### src/logic/omsc_pkg.sv
package omsc_pkg;

  // Register byte offsets
  localparam logic [7:0] OMSC_CTRL_OFS = 8'h00;
  localparam logic [7:0] OMSC_TRIM_OFS = 8'h04;
  localparam logic [7:0] OMSC_CFG_OFS  = 8'h08;

  // Control register field positions
  localparam int OMSC_SCS_BIT  = 0;
  localparam int OMSC_LTS_BIT  = 1;
  localparam int OMSC_HTS_BIT  = 2;
  localparam int OMSC_STARTUP_COMPLETE_FLAG_BIT = 3;
  localparam int OMSC_IFS_LSB  = 4;

  // Configuration register field positions
  localparam int OMSC_MODE_LSB = 0;
  localparam int OMSC_TSS_BIT  = 3;
  localparam int OMSC_POWER_UP_DELAY_TIMER_BIT = 4;

  // Values after reset
  localparam logic [2:0] OMSC_IFS_RST  = 3'h6;
  localparam logic [4:0] OMSC_TRIM_RST = 5'h00;

  // Settle count in crystal oscillations
  localparam int OMSC_SETTLE_CYC = 1024;

  typedef enum logic [2:0] {
    OMSC_MODE_EXT  = 3'h0,
    OMSC_MODE_LOW  = 3'h1,
    OMSC_MODE_MED  = 3'h2,
    OMSC_MODE_HIGH = 3'h3,
    OMSC_MODE_RCD  = 3'h4,
    OMSC_MODE_RCF  = 3'h5,
    OMSC_MODE_INTQ = 3'h6,
    OMSC_MODE_INTF = 3'h7
  } omsc_mode_t;

  typedef enum logic [1:0] {
    OMSC_GAIN_OFF  = 2'h0,
    OMSC_GAIN_LOW  = 2'h1,
    OMSC_GAIN_MED  = 2'h2,
    OMSC_GAIN_HIGH = 2'h3
  } omsc_gain_t;

  // One oscillator pad: data out, enable, and free for general I/O
  typedef struct packed {
    logic out;
    logic oe;
    logic gpio_free;
  } omsc_pad_t;

endpackage

### src/logic/omsc_top.sv
// The address map and the APB interface to the registers were chosen for this implementation.
`timescale 1ns/100ps
module omsc_top #(
  parameter int                  SETTLE_CYC = omsc_pkg::OMSC_SETTLE_CYC,
  parameter omsc_pkg::omsc_mode_t MODE_RST  = omsc_pkg::OMSC_MODE_MED
) (
  input  wire logic               pclk,
  input  wire logic               presetn,
  input  wire logic               psel,
  input  wire logic               penable,
  input  wire logic               pwrite,
  input  wire logic [7:0]         paddr,
  input  wire logic [31:0]        pwdata,
  output logic [31:0]             prdata,
  output logic                    pready,
  output logic                    pslverr,
  input  wire logic               crystal_input_pin,
  input  wire logic               power_up_delay_done,
  input  wire logic               sleep_enter,
  input  wire logic               wake_req,
  input  wire logic               fast_osc_ready,
  input  wire logic               slow_osc_ready,
  input  wire logic               fast_osc_tick,
  input  wire logic               slow_osc_tick,
  output omsc_pkg::omsc_pad_t     clock_input_pad,
  output omsc_pkg::omsc_pad_t     crystal_output_pad,
  output omsc_pkg::omsc_gain_t    gain_select,
  output logic                    core_run,
  output logic                    sys_clk_internal,
  output logic                    fast_osc_enable,
  output logic                    slow_osc_enable,
  output logic [4:0]              trim_value
);
  import omsc_pkg::*;

  localparam int CW = $clog2(SETTLE_CYC);

  typedef enum logic [3:0] {
    ST_DELAY = 4'b0001,
    ST_COUNT = 4'b0010,
    ST_RUN   = 4'b0100,
    ST_SLEEP = 4'b1000
  } omsc_state_t;

  function automatic logic is_crystal(input omsc_mode_t m);
    is_crystal = (m == OMSC_MODE_LOW) || (m == OMSC_MODE_MED) ||
                 (m == OMSC_MODE_HIGH);
  endfunction

  function automatic logic [6:0] post_mask(input logic [2:0] sel);
    post_mask = 7'h7F >> sel;
  endfunction

  omsc_state_t   state_q;
  omsc_mode_t    mode_q;
  logic [CW-1:0] cnt_q;
  logic [2:0]    ifs_q;
  logic          scs_q;
  logic          tss_q;
  logic          power_up_delay_timer_q;
  logic [4:0]    trim_q;
  logic [6:0]    post_q;
  logic          xin_lvl;
  logic          xin_prev_q;
  logic          wake_lvl;
  logic          wake_prev_q;
  logic          fast_rdy;
  logic          slow_rdy;
  logic          xin_edge;
  logic          wake_edge;
  logic          int_tick;
  logic          quarter;
  logic          quarter_en;
  logic          crystal;
  logic          fast_internal_stable_flag;
  logic          slow_internal_stable_flag;
  logic          startup_complete_flag;
  logic          wr_en;
  logic          rd_take;
  logic          mapped;
  logic [31:0]   rd_word;

  omsc_sync u_xin_sync (
    .pclk     (pclk),
    .presetn  (presetn),
    .async_in (crystal_input_pin),
    .level_q  (xin_lvl)
  );

  omsc_sync u_wake_sync (
    .pclk     (pclk),
    .presetn  (presetn),
    .async_in (wake_req),
    .level_q  (wake_lvl)
  );

  omsc_sync u_fast_sync (
    .pclk     (pclk),
    .presetn  (presetn),
    .async_in (fast_osc_ready),
    .level_q  (fast_rdy)
  );

  omsc_sync u_slow_sync (
    .pclk     (pclk),
    .presetn  (presetn),
    .async_in (slow_osc_ready),
    .level_q  (slow_rdy)
  );

  // Rising edges of the filtered pin levels
  always_ff @(posedge pclk or negedge presetn) begin
    if (!presetn) begin
      xin_prev_q  <= 1'b0;
      wake_prev_q <= 1'b0;
    end else begin
      xin_prev_q  <= xin_lvl;
      wake_prev_q <= wake_lvl;
    end
  end

  assign xin_edge  = xin_lvl & ~xin_prev_q;
  assign wake_edge = wake_lvl & ~wake_prev_q;
  assign crystal   = is_crystal(mode_q);

  // APB slave: one wait state, write and read at the pready edge
  assign wr_en   = psel & penable & pready & pwrite;
  assign rd_take = psel & penable & ~pready;
  assign mapped  = (paddr == OMSC_CTRL_OFS) || (paddr == OMSC_TRIM_OFS) ||
                   (paddr == OMSC_CFG_OFS);

  always_comb begin
    rd_word = 32'h0000_0000;
    case (paddr)
      OMSC_CTRL_OFS: begin
        rd_word[OMSC_IFS_LSB +: 3] = ifs_q;
        rd_word[OMSC_STARTUP_COMPLETE_FLAG_BIT]     = startup_complete_flag;
        rd_word[OMSC_HTS_BIT]      = fast_internal_stable_flag;
        rd_word[OMSC_LTS_BIT]      = slow_internal_stable_flag;
        rd_word[OMSC_SCS_BIT]      = scs_q;
      end
      OMSC_TRIM_OFS: begin
        rd_word[4:0] = trim_q;
      end
      OMSC_CFG_OFS: begin
        rd_word[OMSC_MODE_LSB +: 3] = mode_q;
        rd_word[OMSC_TSS_BIT]       = tss_q;
        rd_word[OMSC_POWER_UP_DELAY_TIMER_BIT]      = power_up_delay_timer_q;
      end
      default: begin
        rd_word = 32'h0000_0000;
      end
    endcase
  end

  always_ff @(posedge pclk or negedge presetn) begin
    if (!presetn) begin
      pready  <= 1'b0;
      prdata  <= 32'h0000_0000;
      pslverr <= 1'b0;
    end else begin
      pready <= rd_take;
      if (rd_take) begin
        prdata  <= pwrite ? 32'h0000_0000 : rd_word;
        pslverr <= ~mapped;
      end else begin
        pslverr <= 1'b0;
      end
    end
  end

  // Control register: frequency select and clock select
  always_ff @(posedge pclk or negedge presetn) begin
    if (!presetn) begin
      ifs_q <= OMSC_IFS_RST;
      scs_q <= 1'b0;
    end else if (wr_en && paddr == OMSC_CTRL_OFS) begin
      ifs_q <= pwdata[OMSC_IFS_LSB +: 3];
      scs_q <= pwdata[OMSC_SCS_BIT];
    end
  end

  // Trim register; takes effect on the fast source with no done flag
  always_ff @(posedge pclk or negedge presetn) begin
    if (!presetn) begin
      trim_q <= OMSC_TRIM_RST;
    end else if (wr_en && paddr == OMSC_TRIM_OFS) begin
      trim_q <= pwdata[4:0];
    end
  end

  // Configuration register; the mode drives gain, pins and clock source from the next cycle
  always_ff @(posedge pclk or negedge presetn) begin
    if (!presetn) begin
      mode_q <= MODE_RST;
      tss_q  <= 1'b0;
      power_up_delay_timer_q <= 1'b0;
    end else if (wr_en && paddr == OMSC_CFG_OFS) begin
      mode_q <= omsc_mode_t'(pwdata[OMSC_MODE_LSB +: 3]);
      tss_q  <= pwdata[OMSC_TSS_BIT];
      power_up_delay_timer_q <= pwdata[OMSC_POWER_UP_DELAY_TIMER_BIT];
    end
  end

  // Start-up sequencer
  always_ff @(posedge pclk or negedge presetn) begin
    if (!presetn) begin
      state_q <= ST_DELAY;
    end else begin
      case (state_q)
        ST_DELAY: begin
          if (!crystal) begin
            state_q <= ST_RUN;
          end else if (!power_up_delay_timer_q || power_up_delay_done) begin
            state_q <= ST_COUNT;
          end
        end
        ST_COUNT: begin
          if (xin_edge && cnt_q == CW'(SETTLE_CYC - 1)) begin
            state_q <= ST_RUN;
          end
        end
        ST_RUN: begin
          if (sleep_enter) begin
            state_q <= ST_SLEEP;
          end
        end
        ST_SLEEP: begin
          if (wake_edge) begin
            state_q <= crystal ? ST_COUNT : ST_RUN;
          end
        end
        default: begin
          state_q <= ST_DELAY;
        end
      endcase
    end
  end

  // Settle counter: counts crystal input oscillations only
  always_ff @(posedge pclk or negedge presetn) begin
    if (!presetn) begin
      cnt_q <= '0;
    end else if (state_q != ST_COUNT) begin
      cnt_q <= '0;
    end else if (xin_edge) begin
      cnt_q <= cnt_q + CW'(1);
    end
  end

  // Postscaler on the fast source; zero select picks the slow one
  always_ff @(posedge pclk or negedge presetn) begin
    if (!presetn) begin
      post_q <= 7'h00;
    end else if (fast_osc_tick) begin
      post_q <= post_q + 7'h01;
    end
  end

  always_comb begin
    if (ifs_q == 3'h0) begin
      int_tick = slow_osc_tick;
    end else begin
      int_tick = fast_osc_tick &&
                 ((post_q & post_mask(ifs_q)) == post_mask(ifs_q));
    end
  end

  assign quarter_en = (mode_q == OMSC_MODE_RCD) || (mode_q == OMSC_MODE_INTQ);

  omsc_div4 u_quarter (
    .pclk      (pclk),
    .presetn   (presetn),
    .enable    (quarter_en),
    .tick      ((mode_q == OMSC_MODE_RCD) ? xin_edge : int_tick),
    .quarter_q (quarter)
  );

  assign fast_internal_stable_flag  = fast_rdy & fast_osc_enable;
  assign slow_internal_stable_flag  = slow_rdy & slow_osc_enable;
  assign startup_complete_flag = (state_q == ST_RUN) & ~sys_clk_internal;

  // Oscillator enables and source select
  always_ff @(posedge pclk or negedge presetn) begin
    if (!presetn) begin
      fast_osc_enable  <= 1'b0;
      slow_osc_enable  <= 1'b0;
      sys_clk_internal <= 1'b0;
    end else begin
      fast_osc_enable  <= (ifs_q != 3'h0) && (scs_q || tss_q);
      slow_osc_enable  <= ((ifs_q == 3'h0) && (scs_q || tss_q)) || power_up_delay_timer_q;
      sys_clk_internal <= scs_q || (mode_q == OMSC_MODE_INTQ) ||
                          (mode_q == OMSC_MODE_INTF);
    end
  end

  // Trim goes to the fast source only; the slow source has no trim input
  always_ff @(posedge pclk or negedge presetn) begin
    if (!presetn) begin
      trim_value <= OMSC_TRIM_RST;
    end else begin
      trim_value <= trim_q;
    end
  end

  // Core release; low outside ST_RUN and while sleep_enter is high, and no clock is stopped
  always_ff @(posedge pclk or negedge presetn) begin
    if (!presetn) begin
      core_run <= 1'b0;
    end else begin
      core_run <= (state_q == ST_RUN) && !sleep_enter;
    end
  end

  // Amplifier gain
  always_ff @(posedge pclk or negedge presetn) begin
    if (!presetn) begin
      gain_select <= OMSC_GAIN_OFF;
    end else begin
      case (mode_q)
        OMSC_MODE_LOW:  gain_select <= OMSC_GAIN_LOW;
        OMSC_MODE_MED:  gain_select <= OMSC_GAIN_MED;
        OMSC_MODE_HIGH: gain_select <= OMSC_GAIN_HIGH;
        default:        gain_select <= OMSC_GAIN_OFF;
      endcase
    end
  end

  // Pin ownership per clock mode
  always_ff @(posedge pclk or negedge presetn) begin
    if (!presetn) begin
      clock_input_pad    <= '0;
      crystal_output_pad <= '0;
    end else begin
      clock_input_pad    <= '0;
      crystal_output_pad <= '0;
      case (mode_q)
        OMSC_MODE_EXT: begin
          crystal_output_pad.gpio_free <= 1'b1;
        end
        OMSC_MODE_RCD: begin
          crystal_output_pad.out <= quarter;
          crystal_output_pad.oe  <= 1'b1;
        end
        OMSC_MODE_RCF: begin
          crystal_output_pad.gpio_free <= 1'b1;
        end
        OMSC_MODE_INTQ: begin
          clock_input_pad.gpio_free <= 1'b1;
          crystal_output_pad.out    <= quarter;
          crystal_output_pad.oe     <= 1'b1;
        end
        OMSC_MODE_INTF: begin
          clock_input_pad.gpio_free    <= 1'b1;
          crystal_output_pad.gpio_free <= 1'b1;
        end
        default: begin
          crystal_output_pad <= '0;
        end
      endcase
    end
  end
endmodule

### src/logic/omsc_sync.sv
`timescale 1ns/100ps
module omsc_sync #(
  parameter logic RST_VAL = 1'b0
) (
  input  wire logic pclk,
  input  wire logic presetn,
  input  wire logic async_in,
  output logic      level_q
);
  import omsc_pkg::*;

  logic s1_q;
  logic s2_q;
  logic s3_q;

  always_ff @(posedge pclk or negedge presetn) begin
    if (!presetn) begin
      s1_q <= RST_VAL;
      s2_q <= RST_VAL;
      s3_q <= RST_VAL;
    end else begin
      s1_q <= async_in;
      s2_q <= s1_q;
      s3_q <= s2_q;
    end
  end

  // Change counts once the second and third stage agree
  always_ff @(posedge pclk or negedge presetn) begin
    if (!presetn) begin
      level_q <= RST_VAL;
    end else if (s2_q == s3_q) begin
      level_q <= s3_q;
    end
  end
endmodule

### src/logic/omsc_div4.sv
`timescale 1ns/100ps
module omsc_div4 (
  input  wire logic pclk,
  input  wire logic presetn,
  input  wire logic enable,
  input  wire logic tick,
  output logic      quarter_q
);
  import omsc_pkg::*;

  logic [1:0] cnt_q;

  // Two input ticks per half period give a quarter rate square wave
  always_ff @(posedge pclk or negedge presetn) begin
    if (!presetn) begin
      cnt_q <= 2'h0;
    end else if (!enable) begin
      cnt_q <= 2'h0;
    end else if (tick) begin
      cnt_q <= cnt_q + 2'h1;
    end
  end

  always_ff @(posedge pclk or negedge presetn) begin
    if (!presetn) begin
      quarter_q <= 1'b0;
    end else begin
      quarter_q <= enable & cnt_q[1];
    end
  end
endmodule

### config.mk
export PLATFORM = sky130hd
export DESIGN_NAME = omsc_top
export DESIGN_NICKNAME = d
export VERILOG_FILES = /design/src/logic/omsc_pkg.sv /design/src/logic/omsc_top.sv /design/src/logic/omsc_sync.sv /design/src/logic/omsc_div4.sv
export SDC_FILE = /design/constraint.sdc
export NUM_CORES = 1
export LEC_CHECK = 0
export BUFFER_PORTS_ARGS = -buffer_cell sky130_fd_sc_hd__buf_2
export CORE_MARGIN = 3
export CORE_UTILIZATION = 35
export DETAILED_ROUTE_END_ITERATION = 10
export SETUP_SLACK_MARGIN = 0.5
export SYNTH_ARGS = -nofsm -noshare
export SYNTH_HDL_FRONTEND = slang
export SYNTH_SLANG_ARGS = --single-unit
### constraint.sdc
create_clock -name pclk -period 2.25 [get_ports pclk]
set_input_delay 0 -clock pclk [delete_from_list [all_inputs] [get_ports pclk]]
set_output_delay 0 -clock pclk [all_outputs]
set_load 0.1 [all_outputs]
==> impl_metrics.yaml, run 1 <==
worst_setup_path:
  cp.arrival_ps: 1950
  cp-start-kind: "flip-flop"
  critPathKind: "reg2reg"
  worstPathMaxFanout: 7
  endpoint_kind: "flip-flop"
  required_ps: 2540
die:
  fp.dieArea_um2: 11300
  die_h_um: 107
  die_x_um: 107
  num_rows: 36
  ios: 104
  initial_core_util: 0.360
  coreArea_um2: 9820
cts:
  insertion_delay_ps: 350
  cts_root_buf: "clkbuf_8"
  clkTransAtPathRegs_ps: 80
  cts_sinks: 79
  clockBufferDepth: 2
  cts_buffers: 9
  htreeDepth: 3
  tritoncts: "done"
logic_synthesis:
  ys_async_sr_fraction: 1.00
  yosysUniqueCellTypes: 58
  synth_seq_cells: 79
  yosysTopAreaCellShare: 0.531
  avgSynthCellArea_um2: 12.2
  synth_area_um2: 3540
  synth_enable_flop_cells: 0
  synth_cells: 290
  synth_ff_type: "dfrtp_1"
  synth_top_area_cell: "dfrtp_1"
  synth_common_cells: "75 x dfrtp_1, 27 x buf_4, 24 x nand2_1"
  ys_top_cells_by_area: "dfrtp_1 53%, buf_4 5.7%, mux2_2 3.5%, dfstp_2 3.0%, nand2_1 2.5%"
  yosysWarnings: 0
  seq_area_frac_synth: 0.561
  yosysMostFrequentCell: "dfrtp_1"
sta:
  fmax_mhz: 600
  finalHoldViolCount: 0
  slew_violations: 0
  finalCriticalPeriod_ps: 1670
  worst_pin_slew_ps: 721
  min_period_over_period: 0.741
  setup-tns-final_ps: 0
  setup_viol: 0
  rsz0062_at_grt: "false"
  finalClockSkew_ps: 9.36
  relSlewSlack: 0.520
global_routing:
  grt.overflow.total: 0
  grt_use_total: 0.126
  antenna_found_initial: 0
  first_global_vias: 2285
  grt_pass1_wl_um: 11100
  grt_max_degree: 58
layout:
  antenna_cells: 0
  nets: 416
  drive_gt1_frac: 0.311
  syn2layout_area_growth_pct: 20.8
  final_area_um2: 4270
placement:
  port_buffers: 51
  place_congestion: 0.734
  dp_hpwl_um: 4730
  placed_area_um2: 3820
pwr:
  p_per_area_nw_per_um2: 819
  ir_worst_vdd_mv: 0.410
  p_total_mw: 3.50
  power.leakage_nw: 1.98
detailed_routing:
  drtAntennaViolNets: 0
  routed_via_density: 4.54
  vias: 2263
  avgRoutedWirePerCell_um: 13.7
  first_pass_iters: 4
  drt-total-wl_um: 6850
  drc: 0
  drt_iter0_markers: 93
run_status:
  status: "complete, no violations"
min_path:
  hold_path_class: "in2reg"
flow_run:
  cap_violations: 0
metal layers:
metal	up-vias	wire length [um]	GRT usage
li1	1090	-	-
met1	1118	2980	0.160
met2	47	3450	0.205
met3	8	331	0.0449
met4	0	87	0.0356
met5	-	0	0
through the flow:
step	std cells	hold WS, ps	setup slack, ps	util
finish	499	37.8	582	0.435
global route	499	31.4	511	0.435
CTS	499	2.08	549	0.430
detailed placement	465	102	458	0.389
global placement	465	105	488	0.389
floorplan	316	-296	462	-
cell type report:
cell class                      instances  area [um2]
Tap cell                              133         166
Multi-Input combinational cell        194        1420
Fill cell                             958        5550
Clock buffer                           11         151
Timing Repair Buffer                   70         435
Inverter                                7        26.3
Sequential cell                        79        1990
Clock inverter                          5        80.1
power by group:
part | total, mW | leakage [nW] | internal, mW | switching, mW
sequential | 1.67 | 1.02 | 1.54 | 0.132
combinational | 0.639 | 0.850 | 0.207 | 0.432
clock | 1.19 | 0.112 | 0.683 | 0.504
total | 3.50 | 1.98 | 2.43 | 1.07
final timing paths:
| path | from | endpoint | slack, ps | cells past startpoint |
|---|---|---|---|---|
| min in group asynchronous | presetn | u_wake_sync.level_q | 250 | 2 |
| hold / removal | pwrite | prdata[2] | 40 | 3 |
| setup reg to reg | state_q[1] | prdata[3] | 580 | 4 |
| setup / recovery | state_q[1] | prdata[3] | 580 | 4 |
| max in group asynchronous | presetn | post_q[5] | 1200 | 3 |
| hold reg to reg | u_xin_sync.s1_q | u_xin_sync.s2_q | 350 | 0 |
what timing repair did:
| item | 4_1_cts | 5_1_grt |
|---|---|---|
| hold buffers | 14 | 0 |
| pin swaps | 1 | 0 |
| resized for setup | 1 | 10 |
| endpoints found under the setup margin | 2 | 2 |
| setup buffers | 4 | 0 |
| endpoints found under the hold margin | 75 | 0 |
critical path, stage by stage (launching register included):
cell and delay [ps]:
dfrtp_1 450, or4b_4 590, o31a_1 270, o21ai_1 140, a22o_1 150
cell families (layout without fill, tap and decap cells):
logic type | count (synthesis) | in the layout | synth area share
other cells | 1 | 27 | 0.00106
buf+inv | 43 | 93 | 0.0786
xor+xnor | 15 | 15 | 0.0372
simple gates | 84 | 84 | 0.145
flops | 79 | 79 | 0.561
mux | 20 | 20 | 0.0665
fa+ha+maj | 6 | 6 | 0.0184
compound gates | 42 | 42 | 0.0927
sequential cells by signal (all words and copies together) (netlist names), 2 cells and up:
name / flops
trim_q: 5
crystal_output_pad: 3
trim_value: 5
ifs_q: 3
state_q: 4
mode_q: 3
prdata: 7
gain_select: 2
cnt_q: 10
post_q: 6
u_quarter.cnt_q: 2
cell usage in the layout, fill, tap and decap left out, types with 3 or more instances in the layout:
| cell | count |
|---|---|
| mux2_2 | 11 |
| mux2_4 | 4 |
| dfstp_2 | 4 |
| conb_1 | 27 |
| inv_1 | 7 |
| maj3_1 | 4 |
| nand2_1 | 24 |
| a22o_1 | 6 |
| nand2b_1 | 5 |
| nor2b_1 | 6 |
| dlygate4sd3_1 | 14 |
| clkbuf_8 | 11 |
| mux2i_1 | 4 |
| o21ai_0 | 7 |
| and2_1 | 4 |
| nand3_1 | 4 |
| nand4_1 | 4 |
| xor2_1 | 6 |
| buf_2 | 50 |
| nor2_1 | 16 |
| a21oi_1 | 6 |
| buf_4 | 6 |
| dfrtp_1 | 72 |
| xnor2_1 | 9 |
| a21o_1 | 3 |
Note: power is estimated with default switching activity, not from simulation.
==> run 2, diff against run 1 <==
Clock period 2.25 ns to 1.4 ns, I/O delays scaled along.
==> impl_metrics.yaml, run 2 (synthesis gave the netlist of run 1 again) <==
run_status:
  status: "finished, violations left"
  violations: "negative hold slack, negative setup slack"
worst_setup_path:
  required_ps: 1630
  cp.arrival_ps: 1860
  cp-start-kind: "flip-flop"
  crit_slowest_cell: "dfstp_2"
  endpoint_kind: "flip-flop"
  cp_cell_sequence: "o211ai_1 -> a22o_1 -> o32ai_2 -> mux2_4"
  critPathMaxStageDelay_ps: 570
  worstPathMaxFanout: 5
  critPathKind: "reg2reg"
placement:
  port_buffers: 51
  place_congestion: 0.784
  dp.cells: 512
  pre_cts_slack_ps: -207
  dp_hpwl_um: 5440
sta:
  finalWorstSetupSlack_ps: -226
  slew_violations: 0
  hold_ws_ps: -58.9
  finalHoldViolCount: 1
  finalClockSkew_ps: 5.97
  setup_viol: 34
  min_period_over_period: 1.16
  rsz0062_at_grt: "true"
  finalCriticalPeriod_ps: 1630
  fmax_mhz: 615
global_routing:
  grt_pass1_wl_um: 13200
  first_global_vias: 2672
  grt.overflow.total: 0
  antenna_found_initial: 0
  grt_max_degree: 41
  grt_use_total: 0.149
detailed_routing:
  first_pass_iters: 4
  routed_via_density: 4.57
  drc: 0
  drt-total-wl_um: 8340
  drtAntennaViolNets: 0
  vias: 2597
  drt_iter0_markers: 103
  avgRoutedWirePerCell_um: 14.7
cts:
  tritoncts: "done"
  htreeDepth: 3
  cts_sinks: 79
  cts_root_buf: "clkbuf_8"
  cts_buffers: 9
  clkTransAtPathRegs_ps: 80
  insertion_delay_ps: 350
  ctsHoldBuffers: 14
  clockBufferDepth: 2
layout:
  syn2layout_area_growth_pct: 59.8
  fillers: 800
  multi_input_area_um2: 1790
  largest_register: "cnt_q"
  nets: 485
  fin_util: 0.575
  largest_reg_flops: 10
  final_common_cell: "dfrtp_1"
  stdcell_count: 568
  register_area_um2: 1990
  reg_top3: "cnt_q (10), prdata (7), post_q (6)"
  drive_gt1_frac: 0.524
  layout.cells.most_common_list: "72 x dfrtp_1, 44 x buf_4, 27 x conb_1"
  antenna_cells: 0
die:
  die_x_um: 107
  initial_core_util: 0.360
  ios: 104
  num_rows: 36
  die_h_um: 107
  coreArea_um2: 9820
  fp.dieArea_um2: 11300
pwr:
  p_per_area_nw_per_um2: 1050
  ir_worst_vdd_mv: 0.558
  power.leakage_nw: 2.54
  p_total_mw: 5.92
min_path:
  hold_path_class: "in2reg"
flow_run:
  cap_violations: 0
## run 2: final timing paths
path                                   from            endpoint  slack, ps  cells after the start
min                             sleep_enter            core_run        -60                      3
min in group asynchronous           presetn    u_slow_sync.s1_q         90                      2
min reg2reg                u_slow_sync.s1_q    u_slow_sync.s2_q        350                      0
max reg2reg                        ifs_q[2]  u_quarter.cnt_q[1]       -230                      4
max                                ifs_q[2]  u_quarter.cnt_q[1]       -230                      4
max in group asynchronous           presetn            ifs_q[1]        700                      3
## run 2: repair_timing
action | CTS | global route
setup endpoints to repair | 77 | 81
gates cloned | 0 | 2
buffers inserted | 8 | 16
pin swaps | 20 | 29
endpoints found under the hold margin | 97 | 1
gates resized for setup | 150 | 49
## run 2: critical path, delay by kind of cell, from the launching register on
kind	cells	cell delay (ps)
mux	1	320
flops	1	570
compound gates	3	630
## run 2: metal layers
metal,up-vias,track usage,routed length (um),share of wire
li1,1238,-,-,-
met1,1302,0.187,3600,0.43
met2,47,0.250,4350,0.52
met3,10,0.0401,274,0.033
met4,0,0.0484,113,0.014
met5,-,0,0,0
## run 2: cell type report
class,instances,share of cell area
timing repair buffer,139,0.261
multi-input combinational,194,0.318
clock inverter,5,0.00576
inverter,7,0.00775
tap,133,0.0295
clock buffer,11,0.0268
sequential,79,0.352
## run 2: power by group
group          total (mW)  internal (mW)  switching, mW  leakage [nW]
Sequential           2.63           2.48          0.156          1.02
Clock                1.56          0.734          0.827        0.0873
Combinational        1.73          0.765          0.967          1.43
Total                5.92           3.97           1.95          2.54
## run 2: through the flow
stage	area [um2]	setup TNS, ps
after global routing	5650	-5710
final	5650	-4080
after detailed placement	4310	-3050
after CTS	5260	-3590
after floorplan	3780	-6620
after global placement	4310	-2290
